## src/verilog/bsx_pkg.sv

```systemverilog
// ============================================================
// Shared constants of the bit and skip executor
package bsx_pkg;

  // ============================================================
  // Register byte offsets
  localparam logic [7:0] INSTR_ADDR    = 8'h00;
  localparam logic [7:0] WORK_ADDR     = 8'h04;
  localparam logic [7:0] STATE_ADDR    = 8'h08;
  localparam logic [7:0] PC_ADDR       = 8'h0C;
  localparam logic [7:0] FADDR_ADDR    = 8'h10;
  localparam logic [7:0] FDATA_ADDR    = 8'h14;
  localparam logic [7:0] INTCTRL_ADDR  = 8'h18;
  localparam logic [7:0] PFLAG1_ADDR   = 8'h1C;
  localparam logic [7:0] PENABLE1_ADDR = 8'h20;
  localparam logic [7:0] PWRCTRL_ADDR  = 8'h24;
  localparam logic [7:0] CTRL_ADDR     = 8'h28;
  localparam logic [7:0] IRQSTAT_ADDR  = 8'h2C;
  localparam logic [7:0] IRQMASK_ADDR  = 8'h30;
  localparam logic [7:0] ICOUNT_ADDR   = 8'h34;

  // ============================================================
  // Instruction word fields
  localparam int          INSTR_W    = 14;
  localparam logic [1:0]  CLS_BYTE   = 2'h0;
  localparam logic [1:0]  CLS_BIT    = 2'h1;
  localparam logic [1:0]  OP_BCLR    = 2'h0;
  localparam logic [1:0]  OP_BSET    = 2'h1;
  localparam logic [1:0]  OP_BTSC    = 2'h2;
  localparam logic [3:0]  OP_INCSZ   = 4'hF;
  localparam logic [3:0]  OP_IORF    = 4'h4;
  localparam logic [13:0] NOP_WORD   = 14'h0000;
  localparam int          CLS_HI     = 13;
  localparam int          CLS_LO     = 12;
  localparam int          DEST_BIT   = 7;
  localparam int          BIDX_HI    = 9;
  localparam int          BIDX_LO    = 7;

  // ============================================================
  // Special register layout, reset values and vectors
  localparam logic [12:0] PC_RESET    = 13'h0000;
  localparam logic [12:0] INT_VECTOR  = 13'h0004;
  localparam logic [7:0]  INTCTRL_IMP = 8'hD2;
  localparam logic [7:0]  PFLAG1_IMP  = 8'h40;
  localparam logic [7:0]  PWRCTRL_IMP = 8'h03;
  localparam logic [7:0]  REG8_RESET  = 8'h00;
  localparam int          GLBEN_POS   = 7;
  localparam int          PEIE_POS    = 6;
  localparam int          INTE_POS    = 4;
  localparam int          INTF_POS    = 1;
  localparam int          CMPF_POS    = 6;
  localparam int          BOR_POS     = 0;
  localparam int          Z_POS       = 2;

  // ============================================================
  // Interrupt events
  localparam int EV_W       = 5;
  localparam int EV_SKIP    = 0;
  localparam int EV_WAKE    = 1;
  localparam int EV_BOR     = 2;
  localparam int EV_ILLEGAL = 3;
  localparam int EV_DISCARD = 4;

  localparam logic [1:0] RESP_OKAY   = 2'h0;
  localparam logic [1:0] RESP_SLVERR = 2'h2;

endpackage

```

## src/verilog/bsx_core.sv

```systemverilog
`timescale 1ns/100ps
// Notes on behaviour
// RL1 - Clear-bit words (01 00bb bfff ffff) clear one file bit in one cycle without touching flags.
// RL2 - Set-bit words (01 01bb bfff ffff) set one file bit in one cycle without touching flags.
// RL3 - Test-skip-if-clear words (01 10bb bfff ffff) skip the next instruction when the bit is zero.
// RL4 - A taken skip turns the next fetched instruction into a no-operation, so it costs two cycles.
// RL5 - Bit words take a 7-bit file address and a 3-bit bit position from their fields.
// RL6 - Increment-skip-if-zero (00 1111 dfff ffff) adds one modulo 256 and keeps all flags.
// RL7 - Its result goes to the working register for destination 0 and to the file for 1.
// RL8 - A zero result skips the next instruction by the same discard mechanism.
// RL9 - OR of working and file register (00 0100 dfff ffff) writes the destination and updates zero.
// RL10 - Wake-up by interrupt with global enable set loads the program counter with 0004h.
// RL11 - Every wake-up comes with an interrupt flag set that names its cause.
// RL12 - Wake-up by comparator change sets bit 6 of the peripheral flag register; others leave it.
// RL13 - A brown-out reset clears bit 0 of the power control register; master clear leaves it, power-on reset clears the whole register.
// RL14 - Unimplemented register bits always read zero.
// RL15 - Power-on reset starts at address zero with the power-on flag cleared.
// RL16 - Each instruction is one 14-bit word whose top two bits pick the class first.
module bsx_core (
  // Clock, reset, enable
  input  wire logic        sys_clk,
  input  wire logic        rst,
  input  wire logic        ce,
  // Pins
  input  wire logic        extIntPin,
  input  wire logic        cmpOutPin,
  input  wire logic        masterResetPin,
  input  wire logic        brownOutPin,
  // AXI4-Lite write
  input  wire logic [7:0]  s_axi_awaddr,
  input  wire logic        s_axi_awvalid,
  output logic             s_axi_awready,
  input  wire logic [31:0] s_axi_wdata,
  input  wire logic [3:0]  s_axi_wstrb,
  input  wire logic        s_axi_wvalid,
  output logic             s_axi_wready,
  output logic [1:0]       s_axi_bresp,
  output logic             s_axi_bvalid,
  input  wire logic        s_axi_bready,
  // AXI4-Lite read
  input  wire logic [7:0]  s_axi_araddr,
  input  wire logic        s_axi_arvalid,
  output logic             s_axi_arready,
  output logic [31:0]      s_axi_rdata,
  output logic [1:0]       s_axi_rresp,
  output logic             s_axi_rvalid,
  input  wire logic        s_axi_rready,
  // Interrupt and state
  output logic             irq,
  output logic             sleeping_ff
);

  // ============================================================
  // Declarations
  logic [7:0]  fileMem [0:127];
  logic [7:0]  awAddr_ff;
  logic [31:0] wData_ff;
  logic [3:0]  wStrb_ff;
  logic        awHave_ff;
  logic        wHave_ff;
  logic [13:0] lastInstr_ff;
  logic [7:0]  work_ff;
  logic        zFlag_ff;
  logic        skipPend_ff;
  logic [12:0] pc_ff;
  logic [6:0]  fileAddr_ff;
  logic [7:0]  intCtrl_ff;
  logic [7:0]  pFlag1_ff;
  logic [7:0]  pEnable1_ff;
  logic [7:0]  pwrCtrl_ff;
  logic [4:0]  irqStat_ff;
  logic [4:0]  irqMask_ff;
  logic [15:0] instrCount_ff;
  logic [3:0]  pinsPrev_ff;
  logic [4:0]  nxt_irqStat;
  logic [3:0]  pinsSync;
  logic        wrAct;
  logic        instrWr;
  logic        execGo;
  logic        discard;
  logic        extRise;
  logic        cmpChange;
  logic        mclrRise;
  logic        borRise;
  logic        softReset;
  logic        wakeCond;
  logic        legal;
  logic [7:0]  result;
  logic        wrWork;
  logic        wrFile;
  logic        skip;
  logic        zUpdate;
  logic        zValue;
  logic [31:0] wMerged;
  logic [31:0] wMask;
  logic [31:0] readVal;
  logic        readHit;

  function automatic logic [31:0] strbMask(input logic [3:0] strb);
    strbMask = {{8{strb[3]}}, {8{strb[2]}}, {8{strb[1]}}, {8{strb[0]}}};
  endfunction

  function automatic logic isReg(input logic [7:0] addr, input logic [7:0] reg_addr);
    isReg = ({addr[7:2], 2'b00} == reg_addr);
  endfunction

  // ============================================================
  // Pin synchronisers and edges
  bsx_pin_sync #(
    .WIDTH (4)
  ) u_pins (
    .sys_clk   (sys_clk),
    .rst       (rst),
    .ce        (ce),
    .pinIn     ({brownOutPin, masterResetPin, cmpOutPin, extIntPin}),
    .stableOut (pinsSync)
  );

  always_ff @(posedge sys_clk or posedge rst) begin
    if (rst) begin
      pinsPrev_ff <= 4'h0;
    end else if (ce) begin
      pinsPrev_ff <= pinsSync;
    end
  end

  assign extRise   = pinsSync[0] & ~pinsPrev_ff[0];
  assign cmpChange = pinsSync[1] ^ pinsPrev_ff[1];
  assign mclrRise  = pinsSync[2] & ~pinsPrev_ff[2];
  assign borRise   = pinsSync[3] & ~pinsPrev_ff[3];
  assign softReset = mclrRise | borRise;

  // ============================================================
  // Execution datapath
  bsx_exec_unit u_exec (
    .instrWord (wData_ff[13:0]),
    .fileVal   (fileMem[wData_ff[6:0]]),
    .workVal   (work_ff),
    .legal     (legal),
    .result    (result),
    .wrWork    (wrWork),
    .wrFile    (wrFile),
    .skip      (skip),
    .zUpdate   (zUpdate),
    .zValue    (zValue)
  );

  assign wrAct    = awHave_ff & wHave_ff & ~s_axi_bvalid;
  assign wMask    = strbMask(wStrb_ff);
  assign instrWr  = wrAct & isReg(awAddr_ff, bsx_pkg::INSTR_ADDR) & ~sleeping_ff & ~softReset;
  // RL4 discard the prefetched word
  assign discard  = instrWr & skipPend_ff;
  assign execGo   = instrWr & ~skipPend_ff;
  // RL11 wake needs a set, enabled flag
  assign wakeCond = sleeping_ff & ((intCtrl_ff[bsx_pkg::INTF_POS] & intCtrl_ff[bsx_pkg::INTE_POS])
                  | (pFlag1_ff[bsx_pkg::CMPF_POS] & pEnable1_ff[bsx_pkg::CMPF_POS] & intCtrl_ff[bsx_pkg::PEIE_POS]));

  always_ff @(posedge sys_clk) begin
    if (ce) begin
      if (execGo && wrFile) begin
        fileMem[wData_ff[6:0]] <= result;
      end else if (wrAct && wStrb_ff[0] && isReg(awAddr_ff, bsx_pkg::FDATA_ADDR)) begin
        fileMem[fileAddr_ff] <= wData_ff[7:0];
      end
    end
  end

  always_ff @(posedge sys_clk or posedge rst) begin
    if (rst) begin
      work_ff      <= bsx_pkg::REG8_RESET;
      zFlag_ff     <= 1'b0;
      lastInstr_ff <= bsx_pkg::NOP_WORD;
    end else if (ce) begin
      if (execGo && wrWork) begin
        work_ff <= result;
      end else if (wrAct && isReg(awAddr_ff, bsx_pkg::WORK_ADDR)) begin
        work_ff <= wMerged[7:0];
      end
      if (execGo && zUpdate) begin
        zFlag_ff <= zValue;
      end
      if (instrWr) begin
        lastInstr_ff <= wData_ff[13:0];
      end
    end
  end

  // RL15 start at zero after reset
  always_ff @(posedge sys_clk or posedge rst) begin
    if (rst) begin
      pc_ff         <= bsx_pkg::PC_RESET;
      skipPend_ff   <= 1'b0;
      sleeping_ff   <= 1'b0;
      instrCount_ff <= 16'h0000;
    end else if (ce) begin
      if (softReset) begin
        pc_ff       <= bsx_pkg::PC_RESET;
        skipPend_ff <= 1'b0;
        sleeping_ff <= 1'b0;
      end else if (wakeCond) begin
        sleeping_ff <= 1'b0;
        // RL10 vector on enabled wake
        pc_ff <= intCtrl_ff[bsx_pkg::GLBEN_POS] ? bsx_pkg::INT_VECTOR : pc_ff + 13'h0001;
      end else if (instrWr) begin
        pc_ff         <= pc_ff + 13'h0001;
        skipPend_ff   <= execGo & skip;
        instrCount_ff <= instrCount_ff + 16'h0001;
      end else if (wrAct && wStrb_ff[0] && wData_ff[0] && isReg(awAddr_ff, bsx_pkg::CTRL_ADDR)) begin
        sleeping_ff <= 1'b1;
      end
    end
  end

  // ============================================================
  // Flag and control registers
  assign wMerged = wData_ff & wMask;

  // Hardware set wins over a software write in the same cycle
  always_ff @(posedge sys_clk or posedge rst) begin
    if (rst) begin
      intCtrl_ff  <= bsx_pkg::REG8_RESET;
      pFlag1_ff   <= bsx_pkg::REG8_RESET;
      pEnable1_ff <= bsx_pkg::REG8_RESET;
      fileAddr_ff <= 7'h00;
    end else if (ce) begin
      if (softReset) begin
        intCtrl_ff  <= bsx_pkg::REG8_RESET;
        pFlag1_ff   <= bsx_pkg::REG8_RESET;
        pEnable1_ff <= bsx_pkg::REG8_RESET;
      end else begin
        if (wrAct && isReg(awAddr_ff, bsx_pkg::INTCTRL_ADDR) && wStrb_ff[0]) begin
          intCtrl_ff <= (wData_ff[7:0] & bsx_pkg::INTCTRL_IMP) | {6'h00, extRise, 1'b0};
        end else begin
          intCtrl_ff[bsx_pkg::INTF_POS] <= intCtrl_ff[bsx_pkg::INTF_POS] | extRise;
          if (wakeCond && intCtrl_ff[bsx_pkg::GLBEN_POS]) begin
            intCtrl_ff[bsx_pkg::GLBEN_POS] <= 1'b0;
          end
        end
        // RL12 comparator change flag
        if (wrAct && isReg(awAddr_ff, bsx_pkg::PFLAG1_ADDR) && wStrb_ff[0]) begin
          pFlag1_ff <= (wData_ff[7:0] | {1'b0, cmpChange, 6'h00}) & bsx_pkg::PFLAG1_IMP;
        end else if (cmpChange) begin
          pFlag1_ff[bsx_pkg::CMPF_POS] <= 1'b1;
        end
        if (wrAct && isReg(awAddr_ff, bsx_pkg::PENABLE1_ADDR) && wStrb_ff[0]) begin
          pEnable1_ff <= wData_ff[7:0] & bsx_pkg::PFLAG1_IMP;
        end
      end
      if (wrAct && isReg(awAddr_ff, bsx_pkg::FADDR_ADDR) && wStrb_ff[0]) begin
        fileAddr_ff <= wData_ff[6:0];
      end
    end
  end

  // RL13 brown-out clears bit 0
  always_ff @(posedge sys_clk or posedge rst) begin
    if (rst) begin
      pwrCtrl_ff <= bsx_pkg::REG8_RESET;
    end else if (ce) begin
      if (borRise) begin
        pwrCtrl_ff[bsx_pkg::BOR_POS] <= 1'b0;
      end else if (wrAct && isReg(awAddr_ff, bsx_pkg::PWRCTRL_ADDR) && wStrb_ff[0]) begin
        pwrCtrl_ff <= wData_ff[7:0] & bsx_pkg::PWRCTRL_IMP;
      end
    end
  end

  // ============================================================
  // Interrupt status, mask and output
  always_comb begin
    nxt_irqStat = irqStat_ff;
    if (wrAct && isReg(awAddr_ff, bsx_pkg::IRQSTAT_ADDR)) begin
      nxt_irqStat = irqStat_ff & ~wMerged[4:0];
    end
    nxt_irqStat[bsx_pkg::EV_SKIP]    = nxt_irqStat[bsx_pkg::EV_SKIP] | (execGo & skip);
    nxt_irqStat[bsx_pkg::EV_WAKE]    = nxt_irqStat[bsx_pkg::EV_WAKE] | (wakeCond & ~softReset);
    nxt_irqStat[bsx_pkg::EV_BOR]     = nxt_irqStat[bsx_pkg::EV_BOR] | borRise;
    nxt_irqStat[bsx_pkg::EV_ILLEGAL] = nxt_irqStat[bsx_pkg::EV_ILLEGAL] | (execGo & ~legal);
    nxt_irqStat[bsx_pkg::EV_DISCARD] = nxt_irqStat[bsx_pkg::EV_DISCARD] | discard;
  end

  always_ff @(posedge sys_clk or posedge rst) begin
    if (rst) begin
      irqStat_ff <= 5'h00;
      irqMask_ff <= 5'h00;
      irq        <= 1'b0;
    end else if (ce) begin
      irqStat_ff <= nxt_irqStat;
      if (wrAct && isReg(awAddr_ff, bsx_pkg::IRQMASK_ADDR) && wStrb_ff[0]) begin
        irqMask_ff <= wData_ff[4:0];
      end
      irq <= |(nxt_irqStat & irqMask_ff);
    end
  end

  // ============================================================
  // AXI4-Lite write channels
  always_ff @(posedge sys_clk or posedge rst) begin
    if (rst) begin
      awHave_ff     <= 1'b0;
      awAddr_ff     <= 8'h00;
      s_axi_awready <= 1'b1;
      wHave_ff      <= 1'b0;
      wData_ff      <= 32'h00000000;
      wStrb_ff      <= 4'h0;
      s_axi_wready  <= 1'b1;
      s_axi_bvalid  <= 1'b0;
      s_axi_bresp   <= bsx_pkg::RESP_OKAY;
    end else if (ce) begin
      if (s_axi_awvalid && s_axi_awready) begin
        awHave_ff     <= 1'b1;
        awAddr_ff     <= s_axi_awaddr;
        s_axi_awready <= 1'b0;
      end else if (wrAct) begin
        awHave_ff     <= 1'b0;
        s_axi_awready <= 1'b1;
      end
      if (s_axi_wvalid && s_axi_wready) begin
        wHave_ff     <= 1'b1;
        wData_ff     <= s_axi_wdata;
        wStrb_ff     <= s_axi_wstrb;
        s_axi_wready <= 1'b0;
      end else if (wrAct) begin
        wHave_ff     <= 1'b0;
        s_axi_wready <= 1'b1;
      end
      if (wrAct) begin
        s_axi_bvalid <= 1'b1;
        s_axi_bresp  <= (awAddr_ff[7:2] <= bsx_pkg::ICOUNT_ADDR[7:2]) ? bsx_pkg::RESP_OKAY : bsx_pkg::RESP_SLVERR;
      end else if (s_axi_bready) begin
        s_axi_bvalid <= 1'b0;
      end
    end
  end

  // ============================================================
  // AXI4-Lite read channel
  // RL14 unimplemented bits read zero
  always_comb begin
    readHit = 1'b1;
    case ({s_axi_araddr[7:2], 2'b00})
      bsx_pkg::INSTR_ADDR:    readVal = {18'h00000, lastInstr_ff};
      bsx_pkg::WORK_ADDR:     readVal = {24'h000000, work_ff};
      bsx_pkg::STATE_ADDR:    readVal = {27'h0000000, skipPend_ff, sleeping_ff, zFlag_ff, 2'b00};
      bsx_pkg::PC_ADDR:       readVal = {19'h00000, pc_ff};
      bsx_pkg::FADDR_ADDR:    readVal = {25'h0000000, fileAddr_ff};
      bsx_pkg::FDATA_ADDR:    readVal = {24'h000000, fileMem[fileAddr_ff]};
      bsx_pkg::INTCTRL_ADDR:  readVal = {24'h000000, intCtrl_ff};
      bsx_pkg::PFLAG1_ADDR:   readVal = {24'h000000, pFlag1_ff};
      bsx_pkg::PENABLE1_ADDR: readVal = {24'h000000, pEnable1_ff};
      bsx_pkg::PWRCTRL_ADDR:  readVal = {24'h000000, pwrCtrl_ff};
      bsx_pkg::CTRL_ADDR:     readVal = 32'h00000000;
      bsx_pkg::IRQSTAT_ADDR:  readVal = {27'h0000000, irqStat_ff};
      bsx_pkg::IRQMASK_ADDR:  readVal = {27'h0000000, irqMask_ff};
      bsx_pkg::ICOUNT_ADDR:   readVal = {16'h0000, instrCount_ff};
      default: begin
        readVal = 32'h00000000;
        readHit = 1'b0;
      end
    endcase
  end

  always_ff @(posedge sys_clk or posedge rst) begin
    if (rst) begin
      s_axi_arready <= 1'b1;
      s_axi_rvalid  <= 1'b0;
      s_axi_rdata   <= 32'h00000000;
      s_axi_rresp   <= bsx_pkg::RESP_OKAY;
    end else if (ce) begin
      if (s_axi_arvalid && s_axi_arready) begin
        s_axi_arready <= 1'b0;
        s_axi_rvalid  <= 1'b1;
        s_axi_rdata   <= readVal;
        s_axi_rresp   <= readHit ? bsx_pkg::RESP_OKAY : bsx_pkg::RESP_SLVERR;
      end else if (s_axi_rvalid && s_axi_rready) begin
        s_axi_rvalid  <= 1'b0;
        s_axi_arready <= 1'b1;
      end
    end
  end

endmodule

```

## src/verilog/bsx_pin_sync.sv

```systemverilog
`timescale 1ns/100ps
// ============================================================
// Three-stage pin synchroniser; output takes stage 3 when stages 2 and 3 agree and clears to zero when they differ
module bsx_pin_sync #(
  parameter int WIDTH = 1
) (
  // Clock and reset
  input  wire logic             sys_clk,
  input  wire logic             rst,
  input  wire logic             ce,
  // Pins and result
  input  wire logic [WIDTH-1:0] pinIn,
  output logic      [WIDTH-1:0] stableOut
);

  logic [WIDTH-1:0] stage1_ff;
  logic [WIDTH-1:0] stage2_ff;
  logic [WIDTH-1:0] stage3_ff;

  always_ff @(posedge sys_clk or posedge rst) begin
    if (rst) begin
      stage1_ff <= '0;
      stage2_ff <= '0;
      stage3_ff <= '0;
    end else if (ce) begin
      stage1_ff <= pinIn;
      stage2_ff <= stage1_ff;
      stage3_ff <= stage2_ff;
    end
  end

  // Per bit: accept stage 3 when the last two stages agree, clear to zero when they differ
  always_ff @(posedge sys_clk or posedge rst) begin
    if (rst) begin
      stableOut <= '0;
    end else if (ce) begin
      stableOut <= (stableOut & ~(stage2_ff ^ stage3_ff)) | (stage3_ff & ~(stage2_ff ^ stage3_ff));
    end
  end

endmodule

```

## src/verilog/bsx_exec_unit.sv

```systemverilog
`timescale 1ns/100ps
// ============================================================
// Combinational decode and result of one instruction word
module bsx_exec_unit (
  // Operands
  input  wire logic [13:0] instrWord,
  input  wire logic [7:0]  fileVal,
  input  wire logic [7:0]  workVal,
  // Results
  output logic             legal,
  output logic [7:0]       result,
  output logic             wrWork,
  output logic             wrFile,
  output logic             skip,
  output logic             zUpdate,
  output logic             zValue
);

  logic [1:0] cls;
  logic [7:0] bitMask;
  logic       toFile;

  always_comb begin
    // RL16 class first
    cls     = instrWord[bsx_pkg::CLS_HI:bsx_pkg::CLS_LO];
    // RL5 bit index field
    bitMask = 8'h01 << instrWord[bsx_pkg::BIDX_HI:bsx_pkg::BIDX_LO];
    toFile  = instrWord[bsx_pkg::DEST_BIT];
    legal   = 1'b0;
    result  = fileVal;
    wrWork  = 1'b0;
    wrFile  = 1'b0;
    skip    = 1'b0;
    zUpdate = 1'b0;
    zValue  = 1'b0;
    if (instrWord == bsx_pkg::NOP_WORD) begin
      legal = 1'b1;
    end else if (cls == bsx_pkg::CLS_BIT) begin
      case (instrWord[11:10])
        // RL1 clear one bit
        bsx_pkg::OP_BCLR: begin
          legal  = 1'b1;
          result = fileVal & ~bitMask;
          wrFile = 1'b1;
        end
        // RL2 set one bit
        bsx_pkg::OP_BSET: begin
          legal  = 1'b1;
          result = fileVal | bitMask;
          wrFile = 1'b1;
        end
        // RL3 skip on clear bit
        bsx_pkg::OP_BTSC: begin
          legal = 1'b1;
          skip  = ((fileVal & bitMask) == 8'h00);
        end
        default: begin
          legal = 1'b0;
        end
      endcase
    end else if (cls == bsx_pkg::CLS_BYTE) begin
      case (instrWord[11:8])
        // RL6 increment, flags kept
        bsx_pkg::OP_INCSZ: begin
          legal  = 1'b1;
          result = fileVal + 8'h01;
          // RL7 destination select
          wrFile = toFile;
          wrWork = ~toFile;
          // RL8 skip on zero
          skip   = (result == 8'h00);
        end
        // RL9 inclusive OR, zero flag
        bsx_pkg::OP_IORF: begin
          legal   = 1'b1;
          result  = fileVal | workVal;
          wrFile  = toFile;
          wrWork  = ~toFile;
          zUpdate = 1'b1;
          zValue  = (result == 8'h00);
        end
        default: begin
          legal = 1'b0;
        end
      endcase
    end
  end

endmodule

```

## config.mk

```make
export PLATFORM = sky130hd
export DESIGN_NAME = bsx_core
export DESIGN_NICKNAME = d
export VERILOG_FILES = /design/src/verilog/bsx_pkg.sv /design/src/verilog/bsx_core.sv /design/src/verilog/bsx_pin_sync.sv /design/src/verilog/bsx_exec_unit.sv
export SDC_FILE = /design/constraint.sdc
export NUM_CORES = 2
export LEC_CHECK = 0
export BUFFER_PORTS_ARGS = -buffer_cell sky130_fd_sc_hd__buf_2
export CAP_MARGIN = 20
export CORE_MARGIN = 5
export CORE_UTILIZATION = 30
export CTS_BUF_LIST = sky130_fd_sc_hd__clkbuf_8
export CTS_CLUSTER_DIAMETER = 50
export CTS_CLUSTER_SIZE = 8
export DETAILED_ROUTE_END_ITERATION = 12
export PLACE_DENSITY = 0.43
export SLEW_MARGIN = 20
export SYNTH_ARGS = -nofsm -noshare
export SYNTH_HDL_FRONTEND = slang
export SYNTH_SLANG_ARGS = --single-unit
```

## constraint.sdc

```tcl
create_clock -name sys_clk -period 9.9 [get_ports sys_clk]
set_clock_uncertainty 0.1 [all_clocks]
set_input_delay 0.99 -clock sys_clk [delete_from_list [all_inputs] [get_ports sys_clk]]
set_output_delay 0.99 -clock sys_clk [all_outputs]
set_load 0.03 [all_outputs]
```

; Word level (Yosys, flattened, before mapping)
; Memories as Yosys holds them, arrays and structs flattened.
; Index checks and enable logic that the tools add are counted.
[word_totals]
register_bits = 184
ram_bits = 1024
in_bits = 64
output_inout_bits = 43
word_cells = 291
n_memories = 1
[memory_table]
columns = memory, depth, word_bits, rd, rd_clocked_by_memory_dff, wr, line_no
row1 = fileMem, 128, 8, 2, 0, 1, bsx_core.sv:55  ; logic [7:0] fileMem [0:127];
[classes]
add_sub_neg = 3
magnitude_cmp = 1
n_eq_ne = 30
n_shift = 1
mux = 87
bitwise_logic = 53
reduce_logical = 78
[op_table]
columns = cell, count
row1 = $pmux W16 S13, 1
row2 = $mux W8, 10
row3 = $eq A6 B4 Y1 const B, 11
row4 = $mux W1, 64
row5 = $mux W13, 4
row6 = $eq A6 B3 Y1 const B, 8
row7 = $reduce_and A2 Y1, 20
row8 = $pmux W8 S2, 2
row9 = $logic_and A1 B1 Y1, 26
row10 = $and A8 B8 Y8, 3
row11 = $logic_not A8 Y1, 3
row12 = $reduce_bool A2 Y1, 10
row13 = $and A1 B1 Y1, 17
row14 = $add A16 B1 Y16 const B, 1
row15 = $or A8 B8 Y8, 2
row16 = $logic_not A14 Y1, 1
row17 = $reduce_or A14 Y1, 1
row18 = $add A13 B1 Y13 const B, 1
row19 = $eq A6 B1 Y1 const B, 2
row20 = $eq A6 B2 Y1 const B, 2
row21 = $logic_not A6 Y1, 2
row22 = $reduce_bool A3 Y1, 4
row23 = $not A1 Y1, 11
row24 = $and A5 B5 Y5, 2
row25 = 30 further kinds, 45

; Depth between registers and ports, before layout
[depth]
word_depth = 12
ltp_mapped = 19
ltp_nobuf = 13

; Modules after synthesis
; From an unflattened synthesis, not the netlist that was laid out.
[unflattened]
hier_cells = 3125
area_unflattened_um2 = 55889.9
[modules_own_cells]
columns = mod, n_inst, cells_each, area_each_um2, seq_area_each_um2
row1 = bsx_core, 1, 2942, 54283.3, 34006.4
row2 = bsx_exec_unit, 1, 140, 899.6, 0.0
row3 = bsx_pin_sync, 1, 43, 706.9, 400.4

; Worst setup path after synthesis
; Ideal clock, no wire load.
[synth_timing]
kind = flip-flop to flip-flop
startpoint = register s_axi_bvalid
endpoint = memory fileMem[0][4] (data pin)
setup_ns = 1.198
arrival_ns = 6.818
required_ns = 8.602
path_slack_ns = 1.784
stages_incl_launch_ff = 7
path_buffers = 1
synth_period_minus_slack_ns = 8.116
path_cell_list = dfrtp_1 > and3b_1 > nand3_1 > nor3b_1 > nand3_1 > clkbuf_1 > o21ai_0
[synth_via]
elab_chain_cells = 12
word_cells_on_any_way = 15
classes_between = 5 x mux / 6 x bitwise / 4 x reduce/logical
[synth_lines]
columns = item, line_no
row1 = from (decl), bsx_core.sv:38  ; output logic s_axi_bvalid,
row2 = from (signal assigned), bsx_core.sv:307  ; s_axi_bvalid <= 1'b0;
row3 = from (signal assigned), bsx_core.sv:328  ; s_axi_bvalid <= 1'b1;
row4 = from (signal assigned), bsx_core.sv:331  ; s_axi_bvalid <= 1'b0;
row5 = $not A1 Y1 *, bsx_core.sv:148  ; assign wrAct = awHave_ff & wHave_ff & ~s_axi_bvalid;
row6 = $and A1 B1 Y1 *, bsx_core.sv:148
row7 = $and A1 B1 Y1 (3 in a row), bsx_core.sv:150  ; assign instrWr = wrAct & isReg(awAddr_ff, bsx_pkg::INSTR_ADDR) & ~sleeping_ff & ~softReset;
row8 = $and A1 B1 Y1, bsx_core.sv:153  ; assign execGo = instrWr & ~skipPend_ff;
row9 = $logic_and A1 B1 Y1, bsx_core.sv:160  ; if (execGo && wrFile) begin
row10 = $mux W1 *, bsx_core.sv:160
row11 = $mux W1 *, bsx_core.sv:159  ; if (ce) begin
row12 = $mux W1 (not written as such) *, bsx_core.sv:163  ; fileMem[fileAddr_ff] <= wData_ff[7:0];
row13 = $reduce_or A8 Y1 (no source line) *, --
row14 = $mux W8 (no source line) *, --
row15 = to (decl), bsx_core.sv:55
; Mark *: on every way between the ends. The rest lies on a longest branch, timed or not.

; Worst setup path in the final report
[layout_timing]
startpoint = register wData_ff[0]
endpoint = memory fileMem[88][4] (data pin)
[layout_via]
elab_chain_cells = 8
word_cells_on_any_way = 18
classes_between = 1 x add/sub / 10 x mux / 3 x bitwise / 3 x reduce/logical / 1 x memory
[layout_lines]
columns = item, line_no
row1 = from (decl), bsx_core.sv:57  ; logic [31:0] wData_ff;
row2 = from (signal assigned), bsx_core.sv:320  ; wData_ff <= s_axi_wdata;
row3 = "parallel branches: the longest is 7 deep, another holds $mem_v2 Z128 W8", --
row4 = $mux W8 (no source line) *, --
; Every way passes the cells marked *.

==> impl_metrics.csv <==
group,metric,value,unit
detailed_routing,final_antenna_net_count,0,
sta,setup_slack,3.560,ns
sta,relSlewSlack,0.2139,
detailed_routing,vias,33402,
synth,synth_edf_count,1024,
hold_path,holdPathStages,2,
sta,setup_viol,0,
pwr,cellPowerDensity,149.8,nW/um^2
detailed_routing,first_iter_violations,3249,
global_routing,antenna_found_initial,8,
detailed_routing,first_pass_iters,5,
sta,whs,0.1305,ns
synth,ys_seq_elements,1170,
hold_path,whs_endpoint,"s_axi_arready",
die,initial_core_util,0.3010,
die,num_io_pins,107,
sta,fin_crit_sh,0.6404,
critical_path,r2r_cells,13,
critical_path,r2r_start,"wData_ff[0]",
detailed_routing,viasPerCell,5.549,
place,place_worst_setup_slack,3.569,ns
sta,worstMarginPinSlew,1.175,ns
global_routing,grt_max_degree,129,
cts,cts_buffer_depth,3,
critical_path,crit_path_max_incr_delay,0.87,ns
cts,htree_levels,4,
cts,post_cts_buffers,0,
die,coreArea,187400,um^2
global_routing,grt_overflow,0,
critical_path,critPathSlowestCell,"dfrtp_4",
synth,ys_top_cells_by_area,"edfxtp_1, mux4_2, dfrtp_1, mux2i_1, mux2_2",
critical_path,path_delay_family,"compound AO/OA/AOI/OAI gates",
cts,root_buffer,"clkbuf_8",
global_routing,grtUsageTotal,0.1969,
die,die_area,196800,um^2
layout,fillers,17973,
synth,netlist_instances,3268,
layout,drive_above_1_share,0.3135,
place,dpl.hpwl,129.4,mm
detailed_routing,drc,0,
cts,cts_tree,"built",
sta,finalSetupTns,0,ns
synth,synth.cell_area,56400,um^2
synth,avgSynthCellArea,17.26,um^2
layout,area_growth,12.04,%
synth,seq_area_frac_synth,0.6101,
critical_path,crit_arrival,6.84,ns
critical_path,path_cells,"buf_12, mux4_1, o221ai_1, a221oi_1, o32a_1, ha_1, nand4_1, o211a_1, o21ai_0, nand3_1, o21ai_4, buf_4, buf_4",
cts,insertion_delay,0.95,ns
flow_run,cap_violations,0,
place,io_buffers,63,
critical_path,rrSetupSlack,3.56,ns
critical_path,worst_setup_path_end_kind,"flop",
critical_path,crit_top_cell,"buf_4",
critical_path,r2r-end,"fileMem[88][4]",
sta,rsz0062_at_grt,"no",
critical_path,cp_max_fo,74,
synth,netlist.area_leader.share,0.5452,
synth,yosysTopAreaCell,"edfxtp_1",
status,outcome,"finished clean",
die,rows,159,
global_routing,grt_pass1_vias,33832,
place,gp_congestion,0.8367,
die,fp.dieH,443.6,um
critical_path,path_buf_inv,3,
sta,fin_crit,6.340,ns
sta,hold_violations,0,
synth,ys.flop_type,"edfxtp_1",
sta,final_max_slew_viol_count,0,
synth,yosysWarnings,0,
synth,synth_cell_types,90,
pwr,power.total,9.468,mW
global_routing,grt_pass1_wl,274.9,mm
detailed_routing,wirelength,197.1,mm
critical_path,required,10.40,ns
cts,clkTransAtPathRegs,0.07,ns
cts,numCtsBuffers,178,
detailed_routing,wl_per_cell,32.74,um
hold_path,hp-start,"s_axi_arvalid",
cts,clock-sinks,1170,
sta,fmax,0.1577,GHz
synth,post-synth-top-count-cell,"edfxtp_1",
pwr,leakage,15.12,nW
synth,synth_commonest_cells,"edfxtp_1, mux4_2, nor2_1, nand2_1, dfrtp_1",
hold_path,worstHoldPathType,"input pin to flop",
critical_path,critical_path_class,"flop to flop",
synth,synthArstFlopShare,0.1248,
pwr,peakVddDrop,0.1023,mV
critical_path,cp-start-kind,"flop",
die,die_w,443.6,um
layout,fin_nets,3496,
-- worst max-delay path by stage --
stage / cells past startpoint / to / start / slack (ns)
2_1_floorplan: 6 / fileMem[0][4] / s_axi_bvalid / 1.78
3_3_place_gp: 12 / fileMem[40][7] / wData_ff[0] / 3.40
3_5_place_dp: 14 / fileMem[70][4] / wData_ff[0] / 3.57
4_1_cts: 14 / fileMem[89][4] / wData_ff[0] / 3.52
5_1_grt: 14 / fileMem[93][4] / wData_ff[0] / 3.28
6_report: 13 / fileMem[88][4] / wData_ff[0] / 3.56
-- registers in the layout, indices dropped and copies added (netlist names), 5 cells and up --
| name | flops |
|---|---|
| wData_ff | 14 |
| fileAddr_ff | 7 |
| irqStat_ff | 5 |
| s_axi_rdata | 16 |
| lastInstr_ff | 14 |
| instrCount_ff | 16 |
| work_ff | 8 |
| fileMem | 1024 |
| pc_ff | 13 |
| awAddr_ff | 6 |
| irqMask_ff | 5 |
-- cell usage in the layout (no fill, tap or decap), types with 16 or more instances in the layout --
cell / instances
edfxtp_1: 1024
mux4_2: 528
nor2_1: 194
nand2_1: 190
clkbuf_8: 184
buf_4: 145
dfrtp_1: 133
mux2i_1: 129
o21ai_0: 80
mux2_2: 78
inv_1: 75
nand3_1: 71
buf_2: 63
a21oi_1: 62
a22oi_1: 36
a31oi_1: 28
a22o_1: 27
o22ai_1: 24
nor2b_1: 22
nor3_1: 21
and3_1: 20
conb_1: 18
nand4_1: 16
-- where the power goes --
group,total [mW],internal (mW),switching (mW)
logic,0.165,0.0552,0.110
registers,5.35,5.32,0.0271
clock network,3.95,1.96,2.00
total,9.47,7.33,2.13
-- layout make-up --
| cell class | instances | area [um^2] | area share |
|---|---|---|---|
| antenna | 3 | 7.507 | 0.0001188 |
| clock buffer | 184 | 2532 | 0.04008 |
| clock inverter | 92 | 732.0 | 0.01158 |
| inverter | 29 | 113.9 | 0.001802 |
| multi-input combinational | 1826 | 20620 | 0.3263 |
| sequential | 1170 | 34440 | 0.5450 |
| tap | 2495 | 3122 | 0.04940 |
| timing repair buffer | 220 | 1624 | 0.02570 |
-- metrics by stage --
step,util,cell area [um^2],instances
4_1_cts,0.3370,63160,6014
2_1_floorplan,-,56460,3285
6_report,0.3372,63190,6019
5_1_grt,0.3372,63180,6017
3_5_place_dp,0.3195,59880,5737
3_3_place_gp,0.3192,59810,5734
-- timing repair --
action,in CTS,in global routing
gates resized for setup,0,0
hold endpoints to repair,60,0
hold buffers,1,0
-- metal layers --
metal / track usage / routed length [um] / vias to the layer above
li1: - / - / 13815
met5: 0 / 0 / -
met3: 0.03594 / 11690 / 259
met1: 0.2667 / 84180 / 18123
met2: 0.3237 / 95550 / 1205
met4: 0.05955 / 5653 / 0
-- kinds of logic after synthesis --
family,share of synthesized area
flip-flops,0.6101
multiplexers,0.2562
AND/OR/NAND/NOR,0.05191
AO/OA/AOI/OAI,0.04892
buffers and inverters,0.02784
XOR/XNOR,0.003416
adder cells (fa/ha/maj),0.001553
other,0.00006649
Power figures use the tool's default switching activity.
